--- src/rtl/cfg_pkg.sv ---
/*
 * Shared constants for the bus command/status and block soft-reset logic.
 * Assumes a single 50 MHz clock domain and byte-offset configuration accesses.
 */
package cfg_pkg;
   // Configuration byte offsets of the two registers held here.
   localparam logic [7:0] CMD_STATUS_OFS = 8'h04;
   localparam logic [7:0] SOFT_RESET_OFS = 8'h4c;
   // Status field positions.
   localparam int PARITY_SEEN_BIT = 31;
   localparam int SYS_ERR_BIT = 30;
   localparam int MASTER_ABORT_BIT = 29;
   localparam int TARGET_ABORT_BIT = 28;
   localparam int SIG_TABORT_BIT = 27;
   localparam int DEVSEL_LO_BIT = 25;
   localparam int MDATA_PAR_BIT = 24;
   localparam int FB2B_CAP_BIT = 23;
   localparam int UDF_BIT = 22;
   localparam int MHZ66_BIT = 21;
   // Command field positions.
   localparam int FB2B_EN_BIT = 9;
   localparam int SERR_EN_BIT = 8;
   localparam int WAIT_CTL_BIT = 7;
   localparam int PAR_RESP_BIT = 6;
   localparam int SNOOP_BIT = 5;
   localparam int MWI_BIT = 4;
   localparam int SPECIAL_BIT = 3;
   localparam int MASTER_EN_BIT = 2;
   localparam int MEM_EN_BIT = 1;
   localparam int IO_EN_BIT = 0;
   // Soft-reset field occupies bits 19:17.
   localparam int SOFT_RESET_LO = 17;
   localparam logic [15:0] CMD_WRITABLE = 16'h034f;
   localparam logic [31:0] CMD_STATUS_RESET = 32'h00800000;
   localparam logic [31:0] SOFT_RESET_RESET = 32'h00000000;
   localparam logic [1:0] DEVSEL_MEDIUM = 2'h1;
   // Bus commands driven on the byte-enable lines in multiplexed mode.
   localparam logic [3:0] CMD_MEM_READ = 4'h6;
   localparam logic [3:0] CMD_MEM_WRITE = 4'h7;
   localparam logic [2:0] BURST_ONE = 3'h1;
   localparam logic [2:0] BURST_FOUR = 3'h4;
   typedef enum logic [2:0] {
      XFER_NONE,
      XFER_REG_READ,
      XFER_REG_WRITE,
      XFER_CFG_READ,
      XFER_CFG_WRITE
   } slave_xfer_t;
endpackage

--- src/rtl/split_slave_decode.sv ---
/*
 * Slave transfer decoder for the de-multiplexed bus mode.
 * Assumes frameStart pulses in the cycle FRAME is first seen low and frameEnd
 * in the last data phase; strobe and IDSEL are valid at frameStart.
 */
module split_slave_decode
   import cfg_pkg::*;
(
   input wire logic refClk,
   input wire logic resetN,
   input wire logic frameStart,
   input wire logic frameEnd,
   input wire logic wrRdIn,
   input wire logic idsel,
   output slave_xfer_t slaveXfer
);
   slave_xfer_t xfer_r;
   slave_xfer_t xfer_nxt;

   // The strobe and IDSEL pair pick one of four slave transfers.
   always_comb begin
      xfer_nxt = xfer_r;
      if (frameStart) begin
         unique case ({wrRdIn, idsel})
            2'b00: xfer_nxt = XFER_REG_READ;
            2'b10: xfer_nxt = XFER_REG_WRITE;
            2'b01: xfer_nxt = XFER_CFG_READ;
            2'b11: xfer_nxt = XFER_CFG_WRITE;
         endcase
      end else if (frameEnd) begin
         xfer_nxt = XFER_NONE;
      end
   end

   // The decode is latched at frameStart and held until frameEnd, whatever the strobe does.
   always_ff @(posedge refClk or negedge resetN) begin
      if (!resetN) begin
         xfer_r <= XFER_NONE;
      end else begin
         xfer_r <= xfer_nxt;
      end
   end

   assign slaveXfer = xfer_r;
endmodule

--- src/rtl/cmd_status_regs.sv ---
/*
 * Command/status and block soft-reset configuration registers, error flag
 * capture, system error pin, master command handling for both the
 * multiplexed and the de-multiplexed bus modes, and slave decode in the latter.
 * Assumes the bus core reports events as one-cycle pulses on refClk and
 * presents configuration accesses already decoded to a byte offset.
 */
// Behaviour
// - master abort sets bit 29 flag
// - target abort on own master sets bit 28
// - signaled target abort bit 27 reads zero
// - DEVSEL timing reads 01, medium decode
// - bit 24 needs PERR, mastership, parity enable
// - capability bits read one, zero, zero
// - bit 9 allows back-to-back to others
// - system error driver only with bit 8
// - no stepping, bit 7 fixed zero
// - bit 6 enables parity error action
// - bits 5 and 4 fixed zero
// - bit 3 writable, special cycles ignored
// - bit 2 enables mastering, host sets first
// - bit 1 enables memory response, host first
// - I/O never accepted, bit 0 inert
// - soft-reset bit 0 holds PCM core
// - soft-reset bit 1 holds local bus blocks
// - soft-reset bit 2 holds serial controllers
// - mode input selects multiplexed or split bus
// - split mode uses strobe, not command nibble
// - only first master burst address driven
// - four-dword bursts need enable and split mode
// - with bit 8, system error flag on aborts or on address parity with bit 6
// - bit 31 set on any parity error
// - split address and strobe held whole transfer
// - split slave decode by strobe and IDSEL
module cmd_status_regs
   import cfg_pkg::*;
#(
   parameter int ADDR_W = 30
)
(
   input wire logic ref_clk,
   input wire logic reset_n,
   input wire logic cfgWrite,
   input wire logic cfgRead,
   input wire logic [7:0] cfgOffset,
   input wire logic [3:0] cfgByteEn,
   input wire logic [31:0] cfgWrData,
   output logic [31:0] cfgRdData,
   output logic cfgRdValid,
   input wire logic masterAbortEvt,
   input wire logic targetAbortEvt,
   input wire logic perrEvt,
   input wire logic perrAsMaster,
   input wire logic parityErrEvt,
   input wire logic addrParityErrEvt,
   output logic systemErrorOut,
   output logic systemErrorOeN,
   output logic [1:0] devselTiming,
   output logic fastB2bOtherAgents,
   output logic parityActionEnable,
   output logic masterEnable,
   output logic memRespondEnable,
   output logic ioRespondEnable,
   output logic pcmCoreHold,
   output logic localBusHold,
   output logic serialCtrlHold,
   input wire logic split_bus_select,
   input wire logic split_burst_enable,
   output logic [2:0] burstMaxDwords,
   input wire logic mstStart,
   input wire logic mstWrite,
   input wire logic [ADDR_W-1:0] mstAddr,
   input wire logic mstDone,
   output logic [ADDR_W-1:0] mstAddrOut,
   output logic mstAddrOeN,
   output logic [3:0] mstCmdOut,
   output logic mstCmdOeN,
   output logic wrRdOut,
   output logic wrRdOeN,
   input wire logic wrRdIn,
   input wire logic idsel,
   input wire logic frameStart,
   input wire logic frameEnd,
   output slave_xfer_t slaveXfer
);
   logic [15:0] cmd_r;
   logic parSeen_r, sysErr_r, mAbort_r, tAbort_r, mDataPar_r;
   logic [2:0] softReset_r;
   logic splitMode_r;
   logic modeTaken_r;
   logic [31:0] rdData_r;
   logic rdValid_r;
   logic serrPulse_r;
   logic mstBusy_r;
   logic mstWrite_r;
   logic [ADDR_W-1:0] mstAddr_r;
   logic [31:0] statusWord;
   logic [31:0] wrMask;
   logic cmdHit, rstHit;
   logic sysErrEvt;
   logic [31:0] clrBits;

   // Byte enables widen to a bit mask; each lane writes only its own byte.
   always_comb begin
      for (int b = 0; b < 4; b++) begin
         wrMask[b*8 +: 8] = {8{cfgByteEn[b]}};
      end
   end

   assign cmdHit = cfgOffset == CMD_STATUS_OFS;
   assign rstHit = cfgOffset == SOFT_RESET_OFS;
   assign clrBits = (cfgWrite && cmdHit) ? (cfgWrData & wrMask) : 32'h00000000;

   // A system error needs the driver enabled and one of the qualifying causes.
   assign sysErrEvt = cmd_r[SERR_EN_BIT] && (masterAbortEvt || targetAbortEvt ||
      (addrParityErrEvt && cmd_r[PAR_RESP_BIT]));

   // Command bits; only the writable mask is stored, fixed bits stay zero.
   always_ff @(posedge ref_clk or negedge reset_n) begin
      if (!reset_n) begin
         cmd_r <= CMD_STATUS_RESET[15:0];
      end else if (cfgWrite && cmdHit) begin
         // Bits 7, 5 and 4 are outside the mask, so they never leave zero.
         cmd_r <= (cmd_r & ~(wrMask[15:0] & CMD_WRITABLE)) |
            (cfgWrData[15:0] & wrMask[15:0] & CMD_WRITABLE);
      end
   end

   // Error flags are set by hardware and cleared by writing ones; a set in the
   // same cycle as the clear wins so no event is lost.
   always_ff @(posedge ref_clk or negedge reset_n) begin
      if (!reset_n) begin
         parSeen_r <= 1'b0;
         sysErr_r <= 1'b0;
         mAbort_r <= 1'b0;
         tAbort_r <= 1'b0;
         mDataPar_r <= 1'b0;
      end else begin
         parSeen_r <= parityErrEvt || (parSeen_r && !clrBits[PARITY_SEEN_BIT]);
         sysErr_r <= sysErrEvt || (sysErr_r && !clrBits[SYS_ERR_BIT]);
         mAbort_r <= masterAbortEvt || (mAbort_r && !clrBits[MASTER_ABORT_BIT]);
         tAbort_r <= targetAbortEvt || (tAbort_r && !clrBits[TARGET_ABORT_BIT]);
         mDataPar_r <= (perrEvt && perrAsMaster && cmd_r[PAR_RESP_BIT]) ||
            (mDataPar_r && !clrBits[MDATA_PAR_BIT]);
      end
   end

   // Soft-reset field; other bits of the register read as zero.
   always_ff @(posedge ref_clk or negedge reset_n) begin
      if (!reset_n) begin
         softReset_r <= SOFT_RESET_RESET[SOFT_RESET_LO +: 3];
      end else if (cfgWrite && rstHit) begin
         for (int i = 0; i < 3; i++) begin
            if (wrMask[SOFT_RESET_LO + i]) begin
               softReset_r[i] <= cfgWrData[SOFT_RESET_LO + i];
            end
         end
      end
   end

   // Each field bit holds its block as the external reset would.
   assign pcmCoreHold = softReset_r[0] || !reset_n;
   assign localBusHold = softReset_r[1] || !reset_n;
   assign serialCtrlHold = softReset_r[2] || !reset_n;

   // The mode pin is a strap: caught once in the first cycle after reset, so
   // a glitch on it later cannot flip the bus protocol mid-operation.
   always_ff @(posedge ref_clk or negedge reset_n) begin
      if (!reset_n) begin
         modeTaken_r <= 1'b0;
         splitMode_r <= 1'b0;
      end else if (!modeTaken_r) begin
         modeTaken_r <= 1'b1;
         splitMode_r <= split_bus_select;
      end
   end

   // Status half: flags plus constant capability and timing fields.
   always_comb begin
      statusWord = 32'h00000000;
      statusWord[PARITY_SEEN_BIT] = parSeen_r;
      statusWord[SYS_ERR_BIT] = sysErr_r;
      statusWord[MASTER_ABORT_BIT] = mAbort_r;
      statusWord[TARGET_ABORT_BIT] = tAbort_r;
      statusWord[SIG_TABORT_BIT] = 1'b0;
      statusWord[DEVSEL_LO_BIT +: 2] = DEVSEL_MEDIUM;
      statusWord[MDATA_PAR_BIT] = mDataPar_r;
      statusWord[FB2B_CAP_BIT] = 1'b1;
      statusWord[UDF_BIT] = 1'b0;
      statusWord[MHZ66_BIT] = 1'b0;
      statusWord[15:0] = cmd_r;
   end

   // Reads answer one cycle later; offsets not held here read as zero.
   always_ff @(posedge ref_clk or negedge reset_n) begin
      if (!reset_n) begin
         rdData_r <= 32'h00000000;
         rdValid_r <= 1'b0;
      end else begin
         rdValid_r <= cfgRead;
         if (cfgRead) begin
            if (cmdHit) begin
               rdData_r <= statusWord;
            end else if (rstHit) begin
               rdData_r <= {12'h000, softReset_r, 17'h00000};
            end else begin
               rdData_r <= 32'h00000000;
            end
         end
      end
   end

   assign cfgRdData = rdData_r;
   assign cfgRdValid = rdValid_r;

   // System error pin is open drain: pulled low one cycle per event, and only
   // while the enable bit allows the driver.
   always_ff @(posedge ref_clk or negedge reset_n) begin
      if (!reset_n) begin
         serrPulse_r <= 1'b0;
      end else begin
         serrPulse_r <= sysErrEvt;
      end
   end

   assign systemErrorOut = 1'b0;
   assign systemErrorOeN = !(serrPulse_r && cmd_r[SERR_EN_BIT]);

   // Enables presented to the bus core. Special cycles have no consumer.
   assign devselTiming = DEVSEL_MEDIUM;
   assign fastB2bOtherAgents = cmd_r[FB2B_EN_BIT];
   assign parityActionEnable = cmd_r[PAR_RESP_BIT];
   assign masterEnable = cmd_r[MASTER_EN_BIT];
   assign memRespondEnable = cmd_r[MEM_EN_BIT];
   assign ioRespondEnable = 1'b0;

   // The split burst bit counts only in split mode; elsewhere single dwords.
   assign burstMaxDwords = (split_burst_enable && splitMode_r) ? BURST_FOUR :
      BURST_ONE;

   // Master transfer: the first address is latched and held, never stepped;
   // a later burst beat reuses it and the far side must increment.
   always_ff @(posedge ref_clk or negedge reset_n) begin
      if (!reset_n) begin
         mstBusy_r <= 1'b0;
         mstWrite_r <= 1'b0;
         mstAddr_r <= '0;
      end else if (mstStart && !mstBusy_r && cmd_r[MASTER_EN_BIT]) begin
         mstBusy_r <= 1'b1;
         mstWrite_r <= mstWrite;
         mstAddr_r <= mstAddr;
      end else if (mstDone) begin
         mstBusy_r <= 1'b0;
      end
   end

   // In split mode the address stays driven for the whole transfer and the
   // strobe gives direction; otherwise the command nibble does.
   assign mstAddrOut = mstAddr_r;
   assign mstAddrOeN = !(mstBusy_r && splitMode_r);
   assign mstCmdOut = mstWrite_r ? CMD_MEM_WRITE : CMD_MEM_READ;
   assign mstCmdOeN = !(mstBusy_r && !splitMode_r);
   assign wrRdOut = mstWrite_r;
   assign wrRdOeN = !(mstBusy_r && splitMode_r);

   // Slave decode is meaningful only in split mode; frames are gated here.
   split_slave_decode slaveDecode (
      .refClk(ref_clk),
      .resetN(reset_n),
      .frameStart(frameStart && splitMode_r),
      .frameEnd(frameEnd),
      .wrRdIn(wrRdIn),
      .idsel(idsel),
      .slaveXfer(slaveXfer)
   );
endmodule

--- config.mk ---
export PLATFORM = sky130hd
export DESIGN_NAME = cmd_status_regs
export DESIGN_NICKNAME = d
export VERILOG_FILES = /design/src/rtl/cfg_pkg.sv /design/src/rtl/split_slave_decode.sv /design/src/rtl/cmd_status_regs.sv
export SDC_FILE = /design/constraint.sdc
export NUM_CORES = 1
export LEC_CHECK = 0
export BUFFER_PORTS_ARGS = -buffer_cell sky130_fd_sc_hd__clkbuf_2
export CAP_MARGIN = 10
export CORE_AREA = 2 2 86 88
export CTS_BUF_LIST = sky130_fd_sc_hd__clkbuf_8
export DETAILED_ROUTE_END_ITERATION = 10
export DIE_AREA = 0 0 88 90
export MAX_ROUTING_LAYER = met4
export PLACE_DENSITY = 0.79
export SETUP_SLACK_MARGIN = 0.1
export SKIP_CTS_REPAIR_TIMING = 1
export SYNTH_ARGS = -nofsm -noshare
export SYNTH_HDL_FRONTEND = slang
export SYNTH_HIERARCHICAL = 1
export SYNTH_SLANG_ARGS = --single-unit
--- constraint.sdc ---
create_clock -name ref_clk -period 1.3 [get_ports ref_clk]
set_input_delay 0.065 -clock ref_clk [delete_from_list [all_inputs] [get_ports ref_clk]]
set_output_delay 0.065 -clock ref_clk [all_outputs]
set_load 0.02 [all_outputs]
==> results.py <==
metrics = {
    "cells_and_area": {
        "instances_no_fill": 523,
        "final_util_pct": 64.0,
        "n_antenna_cell": 0,
        "syn2layout_area_growth_pct": 51.3,
        "layout_commonest_cell": "clkbuf_2",
        "drive_above_1_share_pct": 53.3,
        "nets": 515,
        "final_cell_mix": "clkbuf_2 (138), dfrtp_1 (69), dlygate4sd3_1 (52), mux2_2 (42), conb_1 (24)",
        "design_area_um2": 4490,
    },
    "sta": {
        "rsz0062_at_grt": "true",
        "final.period_utilization_pct": 90.4,
        "max_freq_ghz": 0.851,
        "slew_violations": 0,
        "setup_viol": 0,
        "maxSlewHeadroom_pct": 46.8,
        "finalHoldViolations": 1,
        "tightest_slew_ns": 0.796,
        "period_minus_slack_ns": 1.18,
        "finClkSkew_ns": 0.00752,
        "tns_ns": 0,
        "final_critical_path_setup_slack_ns": 0.125,
        "timing.hold.ws_ns": -0.0116,
    },
    "global_route": {
        "grtUsageMet1_pct": 18.1,
        "grt_max_degree": 33,
        "grt_pass1_wl_um": 9730,
        "grt.busiest_layer": "met2",
        "grtUsageTotal_pct": 16.1,
        "grt_overflow": 0,
        "antenna_found_initial": 0,
        "grt_pass1_vias": 2185,
        "met3_usage_pct": 4.96,
        "grtUsageMet2_pct": 27.0,
    },
    "routing": {
        "drc": 0,
        "drt-vias-per-instance": 4.59,
        "dr_total_vias": 2399,
        "ant_nets": 0,
        "wl_um": 7520,
        "first_iter_violations": 44,
        "drt_pass1_iterations": 4,
        "wire_per_inst_um": 14.4,
    },
    "run": {
        "drv_cap": 0,
    },
    "place": {
        "placed_cells": 451,
        "dp_slack_ns": 0.0700,
        "portBuffers": 141,
        "placedInstanceArea_um2": 3710,
        "hpwl_um": 4750,
        "place.gp.congestion": 0.771,
    },
    "cts": {
        "cts_buffers": 9,
        "root_buffer": "clkbuf_8",
        "clk_path_buf_depth": 2,
        "cts_tree": "done",
        "cts.clk_slew.worst_paths_ns": 0.07,
        "cts-htree-levels": 3,
        "cts.sinks": 70,
        "clkLatencyLatePin_ns": 0.33,
    },
    "yosys": {
        "syn_inst": 215,
        "ys_seq_elements": 70,
        "netlist_area_um2": 2970,
        "yosysSeqAreaShare_pct": 59.0,
        "synth_cell_types": 31,
        "yosys_warnings": 6,
        "synth_area_per_cell_um2": 13.8,
    },
    "min_path": {
        "hold_class": "in2reg",
    },
    "run_status": {
        "violations": "hold timing",
        "status": "complete, but fails checks",
    },
    "worst_setup_path": {
        "path_class": "reg2reg",
        "critPathRequiredTime_ns": 1.51,
        "critPathMaxFanout": 16,
        "arrival_ns": 1.39,
        "cp-end-kind": "register",
        "crit_path_start_kind": "register",
    },
    "floorplan": {
        "start_util_pct": 42.3,
        "rows": 31,
        "die_h_um": 90,
        "core-area_um2": 7020,
        "dieArea_um2": 7920,
        "ios": 182,
        "die_w_um": 88,
    },
    "pwr": {
        "ir_drop_mv": 0.588,
        "power.density_nw_per_um2": 1180,
        "total_power_mw": 5.30,
        "p_leak_nw": 2.47,
    },
}
final cells by class:
cell class,instances,area (µm²)
Inverter,13,48.8
Fill cell,543,2530
Clock buffer,10,138
Sequential cell,70,1750
Clock inverter,6,61.3
Multi-Input combinational cell,123,1040
Timing Repair Buffer,202,1330
Tap cell,99,124
worst max-delay path, stage by stage (launching register included):
cell and delay [ns]:
dfrtp_2 0.44, nand3_4 0.11, buf_12 0.16, mux2_2 0.35
cell families after synthesis:
family | Yosys count | share of synthesized area, %
other | 2 | 0.253
AOI/OAI and AO/OA | 29 | 7.88
muxes | 42 | 15.9
buffers and inverters | 44 | 9.23
DFF | 70 | 59.0
and+or+nand+nor | 25 | 6.45
adders and majority gates | 3 | 1.26
synth_stat cells:
cell       number  area share [%]
a211o_1         1            0.30
a21o_1          1            0.25
a21oi_1         1            0.17
a22o_1          5             1.5
a22o_2          9             3.0
a31oi_1         4            0.84
and2_1          1            0.21
and3_4          1            0.38
and4_2          1            0.34
and4b_1         1            0.34
buf_2           3            0.51
buf_4          26             6.6
buf_6           1            0.38
clkbuf_1        1            0.13
conb_1          2            0.25
dfrtp_1        70              59
ha_1            3             1.3
inv_1          13             1.6
mux2_2         42              16
nand2_1         7            0.89
nand2b_1        2            0.42
nand3_1         3            0.51
nand4_1         1            0.21
nand4_2         1            0.42
nand4_4         1            0.72
nor2_1          4            0.51
nor4_4          1            0.72
nor4b_4         1            0.80
o21a_1          1            0.25
o21ai_0         4            0.67
o2bb2ai_1       3            0.89
power breakdown:
part	switching (mW)	internal (mW)	total (mW)
registers	0.107	2.38	2.48
clock network	0.799	0.932	1.73
logic	0.602	0.482	1.08
path summary, 6_finish.rpt:
| path | start | to | slack (ns) | cells after the start |
|---|---|---|---|---|
| min in group asynchronous | reset_n | splitMode_r | 0.42 | 2 |
| worst max register to register | register | mstAddrOut[13] | 0.12 | 3 |
| max in group asynchronous | reset_n | asynchronous set/reset pin | 0.33 | 2 |
| worst max-delay path | register | mstAddrOut[13] | 0.12 | 3 |
| worst min-delay path | targetAbortEvt | tAbort_r | -0.01 | 3 |
| worst min register to register | register | cfgRdData[0] | 0.49 | 1 |
state kept, by name, indices dropped and copies added (netlist names), named ones only:
signal / count
mstBusy_r: 1
mDataPar_r: 1
slaveDecode/slaveXfer: 3
splitMode_r: 1
serrPulse_r: 1
cfgRdValid: 1
mstAddrOut: 30
tAbort_r: 1
sysErr_r: 1
wrRdOut: 1
parSeen_r: 1
cfgRdData: 16
modeTaken_r: 1
softReset_r: 3
mAbort_r: 1
metal layers:
| layer | routed length (µm) | share of wire (%) | vias to the layer above |
|---|---|---|---|
| li1 | - | - | 1111 |
| met1 | 2810 | 37 | 1174 |
| met2 | 4080 | 54 | 102 |
| met3 | 505 | 6.7 | 12 |
| met4 | 121 | 1.6 | 0 |
| met5 | 0 | 0 | - |
No activity file was read; power rests on OpenSTA's default activity.
